$ cat src/logic/bpf_pkg.sv
// Shared constants and types of the ballast protection and PFC control block
package bpf_pkg;

	////////////////////////////////////////////////////////////////////////
	// Timing
	localparam int CLK_MHZ           = 125;
	localparam int WDOG_TIME_MS      = 500;
	localparam int WDOG_CYCLES       = WDOG_TIME_MS * CLK_MHZ * 1000;
	localparam int PFC_MIN_ON_NS     = 500;
	localparam int PFC_MIN_ON_CYCLES = (PFC_MIN_ON_NS * CLK_MHZ + 999) / 1000;
	localparam logic [7:0] PFC_MIN_ON_LAST = 8'(PFC_MIN_ON_CYCLES - 1);

	////////////////////////////////////////////////////////////////////////
	// Register map
	localparam logic [3:0] ADDR_CTRL        = 4'h0;
	localparam logic [3:0] ADDR_STATUS      = 4'h4;
	localparam int         CTRL_PFC_ALLOW   = 0;
	localparam int         CTRL_RESTART     = 1;
	localparam logic       CTRL_ALLOW_RESET = 1'b1;
	localparam logic [1:0] RESP_OKAY        = 2'h0;
	localparam logic [1:0] RESP_SLVERR      = 2'h2;
	localparam int         ST_FAULT_LATCH   = 6;
	localparam int         ST_GAIN_MAX      = 7;
	localparam int         ST_OV_BLOCK      = 8;
	localparam int         ST_PFC_ON        = 9;
	localparam int         ST_OSC_ON        = 10;

	////////////////////////////////////////////////////////////////////////
	// Types
	typedef enum logic [5:0] {
		ST_IDLE     = 6'h01,
		ST_PREHEAT  = 6'h02,
		ST_IGNITION = 6'h04,
		ST_RUN      = 6'h08,
		ST_FAULT    = 6'h10,
		ST_LAMP_OUT = 6'h20
	} bpf_mode_t;

	typedef enum logic [2:0] {
		GS_RISE = 3'h1,
		GS_NOM  = 3'h2,
		GS_HOLD = 3'h4
	} bpf_gain_t;

	typedef struct packed {
		logic supply_above_start;
		logic supply_below_lockout;
		logic line_sense_ok;
		logic lamp_sense_high;
		logic lamp_sense_start_ok;
		logic lamp_win_low;
		logic lamp_win_high;
		logic bridge_over_cur;
		logic bridge_under_cur;
		logic preheat_done;
		logic preheat_run;
		logic bus_fb_3v;
		logic bus_fb_4v;
		logic bus_fb_ov;
		logic inductor_zero_cross;
		logic pfc_ontime_end;
	} bpf_cmp_t;

	localparam int CMP_W = $bits(bpf_cmp_t);

endpackage

$ cat src/logic/bpf_ctrl.sv
// Ballast protection, fault latch and PFC control with AXI4-Lite registers
//
// Our own choices: the register addresses and the AXI4-Lite interface to the registers.
`timescale 1ns/100ps
//
// Operation
// - Start oscillating only with supply, line sense good and lamp sense low.
// - Line sense low during operation stops the oscillator.
// - Line sense recovery restarts the sequence from the beginning.
// - Lamp sense high in any mode: oscillator off, gates low, micropower.
// - Lamp sense back near ground after removal restarts the sequence.
// - In run, lamp sense outside the 1V to 3V window shuts down.
// - Any bridge-current fault sets fault latch and shuts everything down.
// - Overcurrent is checked every cycle, never averaged; undercurrent is checked only at bottom gate falling edges.
// - Overcurrent comparison is active only after preheat ends.
// - Undercurrent comparison is active from the start of run mode.
// - Undercurrent result is sampled at each falling edge of bottom gate.
// - PFC gate stays off until preheat mode begins.
// - First PFC pulse after enable uses the minimum on time.
// - Gain: max until 3V, nominal until 4V, max until run.
// - Bus overvoltage blocks PFC turn-on until feedback falls to 4.0V.
// - PFC turns on only for the first pulse after enable, after a zero-cross or on the watchdog pulse.
// - Watchdog pulses PFC after 500ms without zero-cross, restarts on one.
// - Fault latch clears on lamp sense high (lamp removal) or supply lockout.
// - Preheat node at 5.1V moves ignition to run, enabling run checks.
module bpf_ctrl #(
	parameter int unsigned WDOG_CYCLES = bpf_pkg::WDOG_CYCLES
) (
	input  wire logic             clk_sys,
	input  wire logic             rst_n,
	input  wire bpf_pkg::bpf_cmp_t cmp_in,
	input  wire logic             osc_bottom_in,
	input  wire logic             osc_upper_in,
	output logic                  bottom_gate_drive,
	output logic                  upper_gate_drive,
	output logic                  pfc_gate_drive,
	output logic                  error_amp_gain,
	output logic                  micropower,
	output logic                  run_mode,
	output logic                  fault_latched,
	input  wire logic [3:0]       s_axi_awaddr,
	input  wire logic             s_axi_awvalid,
	output logic                  s_axi_awready,
	input  wire logic [31:0]      s_axi_wdata,
	input  wire logic [3:0]       s_axi_wstrb,
	input  wire logic             s_axi_wvalid,
	output logic                  s_axi_wready,
	output logic [1:0]            s_axi_bresp,
	output logic                  s_axi_bvalid,
	input  wire logic             s_axi_bready,
	input  wire logic [3:0]       s_axi_araddr,
	input  wire logic             s_axi_arvalid,
	output logic                  s_axi_arready,
	output logic [31:0]           s_axi_rdata,
	output logic [1:0]            s_axi_rresp,
	output logic                  s_axi_rvalid,
	input  wire logic             s_axi_rready
);

	typedef struct packed {
		bpf_pkg::bpf_mode_t mode;
		bpf_pkg::bpf_gain_t gain;
		logic               gain_max;
		logic               ov_block;
		logic               pfc_on;
		logic               first_pulse;
		logic [7:0]         on_cnt;
		logic               fault_latch;
		logic               zx_prev;
		logic               bottom_gate;
		logic               upper_gate;
		logic               pfc_allow;
		logic               restart;
		logic [3:0]         aw_addr;
		logic               aw_have;
		logic [31:0]        w_data;
		logic [3:0]         w_strb;
		logic               w_have;
		logic               bvalid;
		logic [1:0]         bresp;
		logic               rvalid;
		logic [31:0]        rdata;
		logic [1:0]         rresp;
	} bpf_ctrl_state_t;

	bpf_ctrl_state_t   s_reg;
	bpf_ctrl_state_t   s_next;
	bpf_pkg::bpf_cmp_t c;
	logic              kick;
	logic              zx_rise;
	logic              bottom_fall;
	logic              start_ok;
	logic              wdog_en;

	function automatic logic is_active(input bpf_pkg::bpf_mode_t m);
		is_active = (m == bpf_pkg::ST_PREHEAT) ||
			(m == bpf_pkg::ST_IGNITION) || (m == bpf_pkg::ST_RUN);
	endfunction

	////////////////////////////////////////////////////////////////////////
	// Comparator synchroniser and watchdog
	bpf_sync #(
		.W        (bpf_pkg::CMP_W)
	) u_sync (
		.clk_sys  (clk_sys),
		.rst_n    (rst_n),
		.async_in (cmp_in),
		.sync_out (c)
	);

	bpf_watchdog #(
		.CYCLES   (WDOG_CYCLES)
	) u_wdog (
		.clk_sys  (clk_sys),
		.rst_n    (rst_n),
		.enable   (wdog_en),
		.zx_pulse (zx_rise),
		.kick     (kick)
	);

	assign zx_rise  = c.inductor_zero_cross & ~s_reg.zx_prev;
	assign wdog_en  = is_active(s_reg.mode) & s_reg.pfc_allow & ~s_reg.pfc_on;
	assign start_ok = c.supply_above_start & c.line_sense_ok &
		c.lamp_sense_start_ok;

	////////////////////////////////////////////////////////////////////////
	// Next state
	always_comb begin
		logic pfc_en;
		logic fault_now;
		pfc_en      = 1'b0;
		fault_now   = 1'b0;
		s_next      = s_reg;
		s_next.zx_prev = c.inductor_zero_cross;
		s_next.restart = 1'b0;
		bottom_fall = s_reg.bottom_gate & ~osc_bottom_in;

		// Mode sequence and protection
		if (c.bridge_over_cur && s_reg.mode != bpf_pkg::ST_PREHEAT) begin
			fault_now = 1'b1;
		end
		if (s_reg.mode == bpf_pkg::ST_RUN) begin
			if (bottom_fall && c.bridge_under_cur) begin
				fault_now = 1'b1;
			end
			if (c.lamp_win_low || c.lamp_win_high) begin
				fault_now = 1'b1;
			end
		end
		case (s_reg.mode)
			bpf_pkg::ST_IDLE: begin
				if (start_ok && !c.supply_below_lockout) begin
					s_next.mode = bpf_pkg::ST_PREHEAT;
				end
			end
			bpf_pkg::ST_PREHEAT,
			bpf_pkg::ST_IGNITION,
			bpf_pkg::ST_RUN: begin
				if (c.supply_below_lockout || s_reg.restart) begin
					s_next.mode = bpf_pkg::ST_IDLE;
				end else if (c.lamp_sense_high) begin
					s_next.mode = bpf_pkg::ST_LAMP_OUT;
				end else if (!c.line_sense_ok) begin
					s_next.mode = bpf_pkg::ST_IDLE;
				end else if (fault_now) begin
					s_next.mode        = bpf_pkg::ST_FAULT;
					s_next.fault_latch = 1'b1;
				end else if (s_reg.mode == bpf_pkg::ST_PREHEAT &&
					c.preheat_done) begin
					s_next.mode = bpf_pkg::ST_IGNITION;
				end else if (s_reg.mode == bpf_pkg::ST_IGNITION &&
					c.preheat_run) begin
					s_next.mode = bpf_pkg::ST_RUN;
				end
			end
			bpf_pkg::ST_FAULT: begin
				if (c.lamp_sense_high) begin
					s_next.mode = bpf_pkg::ST_LAMP_OUT;
				end
			end
			bpf_pkg::ST_LAMP_OUT: begin
				s_next.fault_latch = 1'b0;
				if (c.lamp_sense_start_ok) begin
					s_next.mode = bpf_pkg::ST_IDLE;
				end
			end
			default: begin
				s_next.mode = bpf_pkg::ST_IDLE;
			end
		endcase
		if (c.supply_below_lockout) begin
			s_next.mode        = bpf_pkg::ST_IDLE;
			s_next.fault_latch = 1'b0;
		end

		// Gate outputs follow the oscillator only while active
		s_next.bottom_gate = osc_bottom_in & is_active(s_next.mode);
		s_next.upper_gate  = osc_upper_in & is_active(s_next.mode);

		// Bus overvoltage hysteresis
		if (c.bus_fb_ov) begin
			s_next.ov_block = 1'b1;
		end else if (!c.bus_fb_4v) begin
			s_next.ov_block = 1'b0;
		end

		// PFC switching
		pfc_en = is_active(s_next.mode) & s_reg.pfc_allow;
		if (!pfc_en) begin
			s_next.pfc_on      = 1'b0;
			s_next.first_pulse = 1'b1;
			s_next.on_cnt      = 8'h00;
		end else if (s_reg.pfc_on) begin
			if (s_reg.on_cnt != bpf_pkg::PFC_MIN_ON_LAST) begin
				s_next.on_cnt = s_reg.on_cnt + 8'h01;
			end else if (s_reg.first_pulse || c.pfc_ontime_end) begin
				s_next.pfc_on      = 1'b0;
				s_next.first_pulse = 1'b0;
			end
		end else if (!s_next.ov_block &&
			(s_reg.first_pulse || zx_rise || kick)) begin
			s_next.pfc_on = 1'b1;
			s_next.on_cnt = 8'h00;
		end

		// Error amplifier gain schedule
		if (!is_active(s_next.mode)) begin
			s_next.gain = bpf_pkg::GS_RISE;
		end else begin
			case (s_reg.gain)
				bpf_pkg::GS_RISE: begin
					if (c.bus_fb_3v) begin
						s_next.gain = bpf_pkg::GS_NOM;
					end
				end
				bpf_pkg::GS_NOM: begin
					if (c.bus_fb_4v) begin
						s_next.gain = bpf_pkg::GS_HOLD;
					end
				end
				default: begin
					s_next.gain = bpf_pkg::GS_HOLD;
				end
			endcase
		end
		s_next.gain_max = s_next.mode != bpf_pkg::ST_RUN &&
			s_next.gain != bpf_pkg::GS_NOM;

		// AXI4-Lite write
		if (s_axi_awvalid && s_axi_awready) begin
			s_next.aw_addr = s_axi_awaddr;
			s_next.aw_have = 1'b1;
		end
		if (s_axi_wvalid && s_axi_wready) begin
			s_next.w_data = s_axi_wdata;
			s_next.w_strb = s_axi_wstrb;
			s_next.w_have = 1'b1;
		end
		if (s_reg.aw_have && s_reg.w_have) begin
			s_next.aw_have = 1'b0;
			s_next.w_have  = 1'b0;
			s_next.bvalid  = 1'b1;
			s_next.bresp   = bpf_pkg::RESP_SLVERR;
			if (s_reg.aw_addr == bpf_pkg::ADDR_CTRL) begin
				s_next.bresp = bpf_pkg::RESP_OKAY;
				if (s_reg.w_strb[0]) begin
					s_next.pfc_allow =
						s_reg.w_data[bpf_pkg::CTRL_PFC_ALLOW];
					s_next.restart   =
						s_reg.w_data[bpf_pkg::CTRL_RESTART];
				end
			end
		end
		if (s_reg.bvalid && s_axi_bready) begin
			s_next.bvalid = 1'b0;
		end

		// AXI4-Lite read
		if (s_axi_arvalid && s_axi_arready) begin
			s_next.rvalid = 1'b1;
			s_next.rresp  = bpf_pkg::RESP_OKAY;
			s_next.rdata  = 32'h0000_0000;
			case (s_axi_araddr)
				bpf_pkg::ADDR_CTRL: begin
					s_next.rdata[bpf_pkg::CTRL_PFC_ALLOW] = s_reg.pfc_allow;
				end
				bpf_pkg::ADDR_STATUS: begin
					s_next.rdata[5:0] = s_reg.mode;
					s_next.rdata[bpf_pkg::ST_FAULT_LATCH] = s_reg.fault_latch;
					s_next.rdata[bpf_pkg::ST_GAIN_MAX]    = s_reg.gain_max;
					s_next.rdata[bpf_pkg::ST_OV_BLOCK]    = s_reg.ov_block;
					s_next.rdata[bpf_pkg::ST_PFC_ON]      = s_reg.pfc_on;
					s_next.rdata[bpf_pkg::ST_OSC_ON]      =
						is_active(s_reg.mode);
				end
				default: begin
					s_next.rresp = bpf_pkg::RESP_SLVERR;
				end
			endcase
		end else if (s_reg.rvalid && s_axi_rready) begin
			s_next.rvalid = 1'b0;
		end
	end

	always_ff @(posedge clk_sys) begin
		if (!rst_n) begin
			s_reg           <= '0;
			s_reg.mode      <= bpf_pkg::ST_IDLE;
			s_reg.gain      <= bpf_pkg::GS_RISE;
			s_reg.gain_max  <= 1'b1;
			s_reg.first_pulse <= 1'b1;
			s_reg.pfc_allow <= bpf_pkg::CTRL_ALLOW_RESET;
		end else begin
			s_reg <= s_next;
		end
	end

	////////////////////////////////////////////////////////////////////////
	// Outputs
	assign bottom_gate_drive = s_reg.bottom_gate;
	assign upper_gate_drive  = s_reg.upper_gate;
	assign pfc_gate_drive    = s_reg.pfc_on;
	assign error_amp_gain    = s_reg.gain_max;
	assign micropower        = ~is_active(s_reg.mode);
	assign run_mode          = s_reg.mode == bpf_pkg::ST_RUN;
	assign fault_latched     = s_reg.fault_latch;
	assign s_axi_awready     = ~s_reg.aw_have & ~s_reg.bvalid;
	assign s_axi_wready      = ~s_reg.w_have & ~s_reg.bvalid;
	assign s_axi_bvalid      = s_reg.bvalid;
	assign s_axi_bresp       = s_reg.bresp;
	assign s_axi_arready     = ~s_reg.rvalid;
	assign s_axi_rvalid      = s_reg.rvalid;
	assign s_axi_rdata       = s_reg.rdata;
	assign s_axi_rresp       = s_reg.rresp;
endmodule

$ cat src/logic/bpf_sync.sv
// Two-stage synchroniser for the comparator bundle
`timescale 1ns/100ps
module bpf_sync #(
	parameter int W = 1
) (
	input  wire logic         clk_sys,
	input  wire logic         rst_n,
	input  wire logic [W-1:0] async_in,
	output logic      [W-1:0] sync_out
);

	typedef struct packed {
		logic [W-1:0] meta;
		logic [W-1:0] sync;
	} bpf_sync_state_t;

	bpf_sync_state_t s_reg;
	bpf_sync_state_t s_next;

	always_comb begin
		s_next      = s_reg;
		s_next.meta = async_in;
		s_next.sync = s_reg.meta;
	end

	always_ff @(posedge clk_sys) begin
		if (!rst_n) begin
			s_reg <= '0;
		end else begin
			s_reg <= s_next;
		end
	end

	assign sync_out = s_reg.sync;
endmodule

$ cat src/logic/bpf_watchdog.sv
// Zero-cross watchdog that forces a PFC turn-on pulse
`timescale 1ns/100ps
module bpf_watchdog #(
	parameter int unsigned CYCLES = bpf_pkg::WDOG_CYCLES
) (
	input  wire logic clk_sys,
	input  wire logic rst_n,
	input  wire logic enable,
	input  wire logic zx_pulse,
	output logic      kick
);

	typedef struct packed {
		logic [31:0] cnt;
		logic        kick;
	} bpf_wdog_state_t;

	bpf_wdog_state_t s_reg;
	bpf_wdog_state_t s_next;

	always_comb begin
		s_next      = s_reg;
		s_next.kick = 1'b0;
		if (!enable || zx_pulse) begin
			s_next.cnt = 32'h0;
		end else if (s_reg.cnt == 32'(CYCLES - 1)) begin
			s_next.cnt  = 32'h0;
			s_next.kick = 1'b1;
		end else begin
			s_next.cnt = s_reg.cnt + 32'h1;
		end
	end

	always_ff @(posedge clk_sys) begin
		if (!rst_n) begin
			s_reg <= '0;
		end else begin
			s_reg <= s_next;
		end
	end

	assign kick = s_reg.kick;
endmodule

$ cat config.mk
export PLATFORM = sky130hd
export DESIGN_NAME = bpf_ctrl
export DESIGN_NICKNAME = d
export VERILOG_FILES = /design/src/logic/bpf_pkg.sv /design/src/logic/bpf_ctrl.sv /design/src/logic/bpf_sync.sv /design/src/logic/bpf_watchdog.sv
export SDC_FILE = /design/constraint.sdc
export NUM_CORES = 1
export LEC_CHECK = 0
export BUFFER_PORTS_ARGS = -buffer_cell sky130_fd_sc_hd__buf_4
export CORE_ASPECT_RATIO = 0.75
export CORE_UTILIZATION = 45
export DETAILED_ROUTE_END_ITERATION = 7
export HOLD_SLACK_MARGIN = 0.06
export PLACE_DENSITY = 0.69
export SLEW_MARGIN = 20
export SYNTH_ARGS = -nofsm -noshare
export SYNTH_HDL_FRONTEND = slang
export SYNTH_SLANG_ARGS = --single-unit
$ cat constraint.sdc
create_clock -name clk_sys -period 5.8 [get_ports clk_sys]
set_input_delay 1.16 -clock clk_sys [delete_from_list [all_inputs] [get_ports clk_sys]]
set_output_delay 1.16 -clock clk_sys [all_outputs]
set_load 0.02 [all_outputs]
== Word level (Yosys, flattened, before mapping) ==
Index checks and enable logic that the tools add are counted.
W data, S select, Z words.
Word-level totals
  output and inout bits: 48
  bits in registers: 118
Operators by class
  add/sub/neg operators: 2
  equal/unequal tests: 22
  bitwise operators: 21
  reduce and logical (&&, ||, !) cells: 44
  mux-type cells: 40
Operators with widths (count)
  $mux W6: 10
  $add A32 B1 Y32 const B: 1
  $eq A32 B26 Y1 const B: 1
  $mux W8: 3
  $pmux W6 S4: 1
  $mux W1: 15
  $logic_and A1 B1 Y1: 13
  $eq A6 B2 Y1 const B: 2
  $eq A6 B3 Y1 const B: 2
  $eq A6 B4 Y1 const B: 2
  $and A1 B1 Y1: 11
  $logic_or A1 B1 Y1: 10
  $mux W10: 1
  $not A1 Y1: 10
  $reduce_or A2 Y1: 5
  $mux W3: 3
  $add A8 B1 Y8 const B: 1
  $logic_not A4 Y1: 2
  $mux W2: 4
  $ne A8 B6 Y1 const B: 1
  $eq A6 B1 Y1 const B: 1
  $eq A6 B5 Y1 const B: 1
  $eq A6 B6 Y1 const B: 1
  $ne A2 B2 Y1 const B: 3
  other kinds (16): 25

== Longest topological paths before layout ==
Gate-level depths: netlist of run 1.
  word-level depth: 18
  gate-level depth with buffers: 8

== Hierarchy ==
A second synthesis of run 1 with hierarchy kept.
Unflattened totals
  cells, all modules: 551
  area, all modules: 5062.4 um^2
By module, submodules not included
  bpf_ctrl: cells an instance 308, times used 1, area an instance 2642.5 um^2
  bpf_watchdog: cells an instance 176, times used 1, area an instance 1524.0 um^2
  bpf_sync: cells an instance 67, times used 1, area an instance 895.9 um^2

== Worst setup path after synthesis of run 1 ==
OpenSTA, ideal clock, no wires.
  path kind: input -> register
  start point: input osc_bottom_in
  end point: register s_reg[92] in the netlist's numbering
  stages: 5
  slack: 3.175 ns
  library setup time: 0.058 ns
  arrival time: 2.567 ns
  cell sequence: and3b_1 o311ai_1 nand4bb_4 a221o_1 o21ba_1
On the way
  word-level cells in the longest chain between the ends: 17
  elaborated cells between the ends (all ways): 19
RTL lines
  from (decl): RTL line bpf_ctrl.sv:32  | input wire logic osc_bottom_in,
  $not A1 Y1 (*): RTL line bpf_ctrl.sv:136  | bottom_fall = s_reg.bottom_gate & ~osc_bottom_in;
  $and A1 B1 Y1 (*): RTL line bpf_ctrl.sv:136
  $logic_and A1 B1 Y1 (*): RTL line bpf_ctrl.sv:143  | if (bottom_fall && c.bridge_under_cur) begin
  $mux W1 (*): RTL line bpf_ctrl.sv:143
  $mux W1 (*): RTL line bpf_ctrl.sv:146  | if (c.lamp_win_low || c.lamp_win_high) begin
  $mux W1 (*): RTL line bpf_ctrl.sv:142  | if (s_reg.mode == bpf_pkg::ST_RUN) begin
  $mux W6 (*): RTL line bpf_ctrl.sv:165  | end else if (fault_now) begin
  $mux W6 (*): RTL line bpf_ctrl.sv:163  | end else if (!c.line_sense_ok) begin
  $mux W6 (*): RTL line bpf_ctrl.sv:161  | end else if (c.lamp_sense_high) begin
  $mux W6 (*): RTL line bpf_ctrl.sv:159  | if (c.supply_below_lockout || s_reg.restart) begin
  $pmux W6 S4 (*): RTL line bpf_ctrl.sv:150  | case (s_reg.mode)
  $mux W6 (*): RTL line bpf_ctrl.sv:191  | if (c.supply_below_lockout) begin
  $eq A6 B2 Y1 / $eq A6 B3 Y1 (equally long branches): RTL line bpf_ctrl.sv:96, bpf_ctrl.sv:97
  $logic_or A1 B1 Y1: RTL line bpf_ctrl.sv:96  | is_active = (m == bpf_pkg::ST_PREHEAT) ||
  $logic_or A1 B1 Y1 (*): RTL line bpf_ctrl.sv:97  | (m == bpf_pkg::ST_IGNITION) || (m == bpf_pkg::ST_RUN);
  $and A1 B1 Y1 (*): RTL line bpf_ctrl.sv:208  | pfc_en = is_active(s_next.mode) & s_reg.pfc_allow;
  $reduce_and A2 Y1 (no line) (*)
  to (signal assigned): RTL line bpf_ctrl.sv:314  | s_reg <= s_next;
  to (decl): RTL line bpf_ctrl.sv:86  | bpf_ctrl_state_t s_reg;
Every way passes the cells marked *; elsewhere a longest branch is shown, timed or not.
A chain may end at the register's enable or synchronous reset.

== Worst setup path after layout of run 1 ==
  start point: register s_reg[104] in the netlist's numbering
  end point: output run_mode
On the way
  word-level cells in the longest chain between the ends: 1
RTL lines
  $eq A6 B4 Y1: RTL line bpf_ctrl.sv:325  | assign run_mode = s_reg.mode == bpf_pkg::ST_RUN;
  to (decl): RTL line bpf_ctrl.sv:39  | output logic run_mode,
No other way between the ends.

==> metrics.txt, run 1 <==
status finished clean; cell accounting for the most synthesized area dfxtp_1; CTS tree built; share of the synthesized area in the top cell type 47.2%; Fin Hold WS 0.428 ns; clock latency on the worst-skew pair 0.41 ns; PostCTS Resize Cnt 0; Final #Nets 649; first-pass GRT wire length 16.5 mm; hpwl dp 6.80 mm; max reg flops 32; Mapped Cells 536; Tmin final 3.01 ns; largest net degree at the start of global routing 40; antenna cells 0; Die Wd 123 um; Residual DRC 0; top cells by area, synth dfxtp_1, nor2_1, buf_4; row count 32; I/O Pins 117; max_slew headroom 57.3%; wire per inst 13.7 um; share of cells above drive strength 1 17.6%; max cap viols 0; Pleak 2.28 nW; die area 0.0114 mm^2; worst slew pin tran 0.632 ns; total of warnings raised by yosys 0; DR vias/cell 5.16; routability cong. 0.858; crit end category output pin; Initial Utilization 47.1%; antenna violations before repair 0; Setup Skew 0.00904 ns; Worst Setup Slack post-DPL 2.61 ns; Layout area overhead 19.8%; Reg clk slew, reported paths 0.05 ns; GR Util All Layers 18.8%; Netlist cell types 61; worst IR drop on VDD 0.218 mV; Pwr Density 344 mW/mm^2; setup TNS 0 ns; flip-flop and latch count after synthesis 116; First-pass DRT Iterations 5; Core Box Area 0.0105 mm^2; Detail Route Antenna Nets 0; Sink Count 116; htree depth 4; Vias 3744; Avg Cell Area, Syn 9.17 um^2; sequential fraction of the synthesis area 47.2%; Worst Path Max Fanout 9; unrepaired setup endpoints after global routing no; # setup viols final 0; power consumption 0.00203 W; Post CTS Setup Buffer Count 0; Chip Height 92.5 um; grt total ovfl 0; vias in the first global route 3495; Fmax achieved 332 MHz; Slew Limit Fails 0; fraction of registers with async set/reset 0%; Synth Cell Area 0.00492 mm^2; final core utilization 56.4%; Final Hold Fails 0; Critical Path AT 1.85 ns; # hold bufs at CTS 0; Final period util 51.9%; most frequent cell after synthesis dfxtp_1; top post-synthesis cells by count dfxtp_1, nor2_1, and2_1, buf_4, xnor2_1; worst min path class reg -> reg; initial DRC count 258; startpoint types register; CTS Root Cell clkbuf_16; Post-synth EDFFs 0; CP Class reg -> out; Synth Flop Type dfxtp_1; CP required 4.64 ns; final wirelength 9.93 mm; clk buf depth 2; port bufs 60; Inserted Clock Buffers 17; PnR worst setup slack 2.79 ns
path summary, 6_finish.rpt:
| kind | from | end | slack, ns | cells after the start |
|---|---|---|---|---|
| max | s_reg[104] | run_mode | 2.79 | 3 |
| min | u_sync.s_next[1] | u_sync.sync_out[1] | 0.43 | 1 |
| max reg2reg | s_reg[102] | u_wdog.s_reg[13] | 3.27 | 5 |
| min reg2reg | u_sync.s_next[1] | u_sync.sync_out[1] | 0.43 | 1 |
placed cells by master, fill, tap and decap left out, drive strengths merged, types with 7 or more instances in the layout:
cell,n
nor2,84
buf,60
xnor2,23
inv,17
nor3,19
and3,9
conb,23
nand4,14
nand3,16
clkinv,7
dfxtp,116
and2,39
clkbuf,20
or4,7
nand2,17
a21oi,9
mux2i,8
a22oi,10
xor2,13
critical path: stages, from the launching register on:
cell,delay (ns)
dfxtp_1,0.50
nor4b_1,0.58
and2_1,0.22
buf_4,0.14
power breakdown:
| part | internal (W) | switching (W) | total (W) |
|---|---|---|---|
| combinational | 0.0000368 | 0.0000471 | 0.0000839 |
| sequential | 0.000815 | 0.00000922 | 0.000825 |
| clock | 0.000752 | 0.000367 | 0.00112 |
stage by stage:
| stage | instance area [um^2] | instances |
|---|---|---|
| final | 5890 | 726 |
| after global routing | 5890 | 726 |
| after CTS | 5890 | 726 |
| after detailed placement | 5250 | 694 |
| after global placement | 5250 | 694 |
| after floorplan | 5000 | 558 |
kinds of logic (layout without fill, tap and decap cells):
logic type	count (synthesis)	after routing	synth area share, %
multiplexers	10	10	2.09
adder cells (fa/ha/maj)	3	3	0.763
flip-flops	116	116	47.2
AO/OA/AOI/OAI	56	56	8.78
other	1	23	0.0763
buffers and inverters	77	109	8.91
AND/OR/NAND/NOR	237	237	25.8
XOR/XNOR	36	36	6.41
cell type report:
class / count / area, um^2
fillers: 911 / 4560
flip-flops and latches: 116 / 2320
multi-input cells: 365 / 2240
clock inverters: 12 / 178
well taps: 136 / 170
inverters: 17 / 63.8
repair buffers: 60 / 450
clock buffers: 20 / 467
per-layer routing:
layer	share of wire (%)	vias to the layer above	wire (um)	global-route usage (%)
met5	0	-	0	0
met4	1.2	0	119	6.30
met3	6.2	18	617	6.83
met2	45	115	4440	28.1
met1	48	1759	4750	24.9
li1	-	1852	-	-
Power figures use the tool's default switching activity.
==> run 2: changes to the inputs <==
--- a/config.mk
+++ b/config.mk
@@ -5,12 +5,13 @@
 export SDC_FILE = /design/constraint.sdc
 export NUM_CORES = 1
 export LEC_CHECK = 0
+export ABC_AREA = 1
 export BUFFER_PORTS_ARGS = -buffer_cell sky130_fd_sc_hd__buf_4
 export CORE_ASPECT_RATIO = 0.75
 export CORE_UTILIZATION = 45
 export DETAILED_ROUTE_END_ITERATION = 7
 export HOLD_SLACK_MARGIN = 0.06
-export PLACE_DENSITY = 0.69
+export PLACE_DENSITY = 0.68
 export SLEW_MARGIN = 20
 export SYNTH_ARGS = -nofsm -noshare
 export SYNTH_HDL_FRONTEND = slang
==> constraint.sdc (replaced) <==
create_clock -name clk_sys -period 2.9 [get_ports clk_sys]
set_input_delay 0.58 -clock clk_sys [delete_from_list [all_inputs] [get_ports clk_sys]]
set_output_delay 0.58 -clock clk_sys [all_outputs]
set_load 0.02 [all_outputs]
==> run 2 against run 1 <==
  * Critical endpoint is now micropower
  * Worst setup slack lost 2.0 ns
  * Combinational power grew 120%
  * Largest cell class unchanged
  * Clock skew is 0.0065 ns higher
  * Critical path depth grew 2
  * Clock power is 63% higher
  * Die area up 4.7%
  * Sequential power rose by 100%
  * Power up 81%
  * Synthesized cell count is 31% higher
  * Clock-buffer cell count grew 3
  * Area after synthesis up 4.8%
  * The flow now finishes with violations (DRC)
==> metrics.txt, run 2 <==
status finished with violations; violated checks DRC; final wirelength 10.2 mm; crit end category output pin; CTS Root Cell clkbuf_16; Setup Skew 0.0155 ns; RR Endpoint u_wdog.s_reg[10]; wire per inst 11.2 um; GR Util All Layers 18.7%; antenna cells 0; worst slew pin tran 0.673 ns; Tmin final 2.13 ns; worst IR drop on VDD 0.477 mV; FF-to-FF Start u_wdog.s_reg[1]; share of the synthesized area in the top cell type 45.1%; Worst Path Max Fanout 6; CP Class reg -> out; max reg flops 32; cell accounting for the most synthesized area dfxtp_1; first-pass GRT wire length 17.7 mm; Mapped Cells 702; Final Hold Fails 0; CP required 2.32 ns; worst min path class in -> reg; Synth Cell Area 0.00515 mm^2; initial DRC count 260; top post-synthesis cells by count nand2_1, inv_1, dfxtp_1, nor2_1, buf_4; flip-flop and latch count after synthesis 116; Post-synth EDFFs 0; FF-to-FF setup slack 0.78 ns; Pwr Density 605 mW/mm^2; Worst setup endpoint micropower; First-pass DRT Iterations 8; R2R depth 10; Core Box Area 0.0110 mm^2; max cap viols 0; Die Wd 126 um; setup TNS 0 ns; Slew Limit Fails 0; most frequent cells in the layout nand2_1, inv_1, dfxtp_1; Fin Hold WS 0.351 ns; largest net degree at the start of global routing 51; total of warnings raised by yosys 0; Initial Utilization 46.7%; Chip Height 94.7 um; Netlist cell types 37; Sink Count 116; Residual DRC 10; CTS tree built; sequential fraction of the synthesis area 45.1%; Inserted Clock Buffers 17; Fmax achieved 469 MHz; PostCTS Resize Cnt 0; grt total ovfl 0; die area 0.0119 mm^2; Layout area overhead 17.9%; Final period util 73.5%; most common cell after layout, fill and taps aside nand2_1; Vias 4206; worst setup path start s_reg[101]; # setup viols final 0; max_slew headroom 55.1%; row count 33; antenna violations before repair 0; clock latency on the worst-skew pair 0.41 ns; htree depth 4; routability cong. 0.864; fraction of registers with async set/reset 0%; share of cells above drive strength 1 14.7%; Fillers 1039; Detail Route Antenna Nets 0; Reg clk slew, reported paths 0.05 ns; I/O Pins 117; Post CTS Setup Buffer Count 0; Critical Path AT 1.55 ns; Pleak 2.80 nW; vias in the first global route 4029; top cells by area, synth dfxtp_1, nand2_1, inv_1; DR vias/cell 4.64; Avg Cell Area, Syn 7.34 um^2; # hold bufs at CTS 0; Final #Nets 829; clk buf depth 2; unrepaired setup endpoints after global routing no; Synth Flop Type dfxtp_1; port bufs 60; startpoint types register; most frequent cell after synthesis nand2_1; hpwl dp 7.40 mm
==> run 2: kinds of logic after synthesis <==
kind of cell,Yosys count,synth area share (%)
other cells,1,0.0728
flops,116,45.1
fa+ha+maj,3,0.729
compound gates,65,6.87
buf+inv,168,14.9
xor+xnor,12,2.04
simple gates,337,30.3
==> run 2: cell type report <==
| cell class | instances | area (um^2) | area share [%] |
|---|---|---|---|
| Multi-Input combinational cell | 440 | 2140 | 35.3 |
| Sequential cell | 116 | 2320 | 38.2 |
| Timing Repair Buffer | 63 | 473 | 7.79 |
| Inverter | 119 | 447 | 7.35 |
| Clock inverter | 6 | 57.6 | 0.947 |
| Tap cell | 140 | 175 | 2.88 |
| Clock buffer | 23 | 458 | 7.54 |
==> run 2: worst min path at each step <==
| stage | cells past startpoint | endpoint | start | slack, ns |
|---|---|---|---|---|
| 2_1_floorplan | 2 | u_sync.sync_out[0] | u_sync.s_next[0] | 0.39 |
| 3_3_place_gp | 2 | u_sync.sync_out[5] | u_sync.s_next[5] | 0.40 |
| 3_5_place_dp | 2 | u_sync.sync_out[7] | u_sync.s_next[7] | 0.40 |
| 4_1_cts | 3 | u_sync.s_next[9] | cmp_in[9] | 0.34 |
| 5_1_grt | 2 | s_axi_bvalid | s_axi_bready | 0.35 |
| 6_report | 3 | u_sync.s_next[10] | cmp_in[10] | 0.35 |
==> run 2: power by group <==
group | total [W] | switching, W | internal [W]
Sequential | 0.00165 | 0.0000180 | 0.00164
Combinational | 0.000184 | 0.000115 | 0.0000698
Clock | 0.00183 | 0.000659 | 0.00117
Total | 0.00367 | 0.000791 | 0.00288
==> run 2: critical path, stage by stage, from the launching register on <==
cell,delay [ns]
dfxtp_1,0.46
nor2_2,0.12
nand3_1,0.14
nand2_1,0.08
nor2_2,0.17
buf_4,0.18
==> run 2: routing by layer <==
layer	wire length (um)	track usage, %
met1	4980	23.7
met2	4360	30.0
met3	707	5.10
met4	151	8.74
met5	0	0
==> run 2: through the flow <==
stage	setup slack [ns]	util (%)	power [W]	instances	cell area [um^2]
after floorplan	1.20	-	0.00182	724	5230
after global placement	0.719	50.4	0.00187	878	5560
after detailed placement	0.666	50.4	0.00187	878	5560
after CTS	0.764	55.1	0.00371	907	6070
after global routing	0.594	55.1	0.00381	907	6070
final	0.768	55.1	0.00367	907	6070
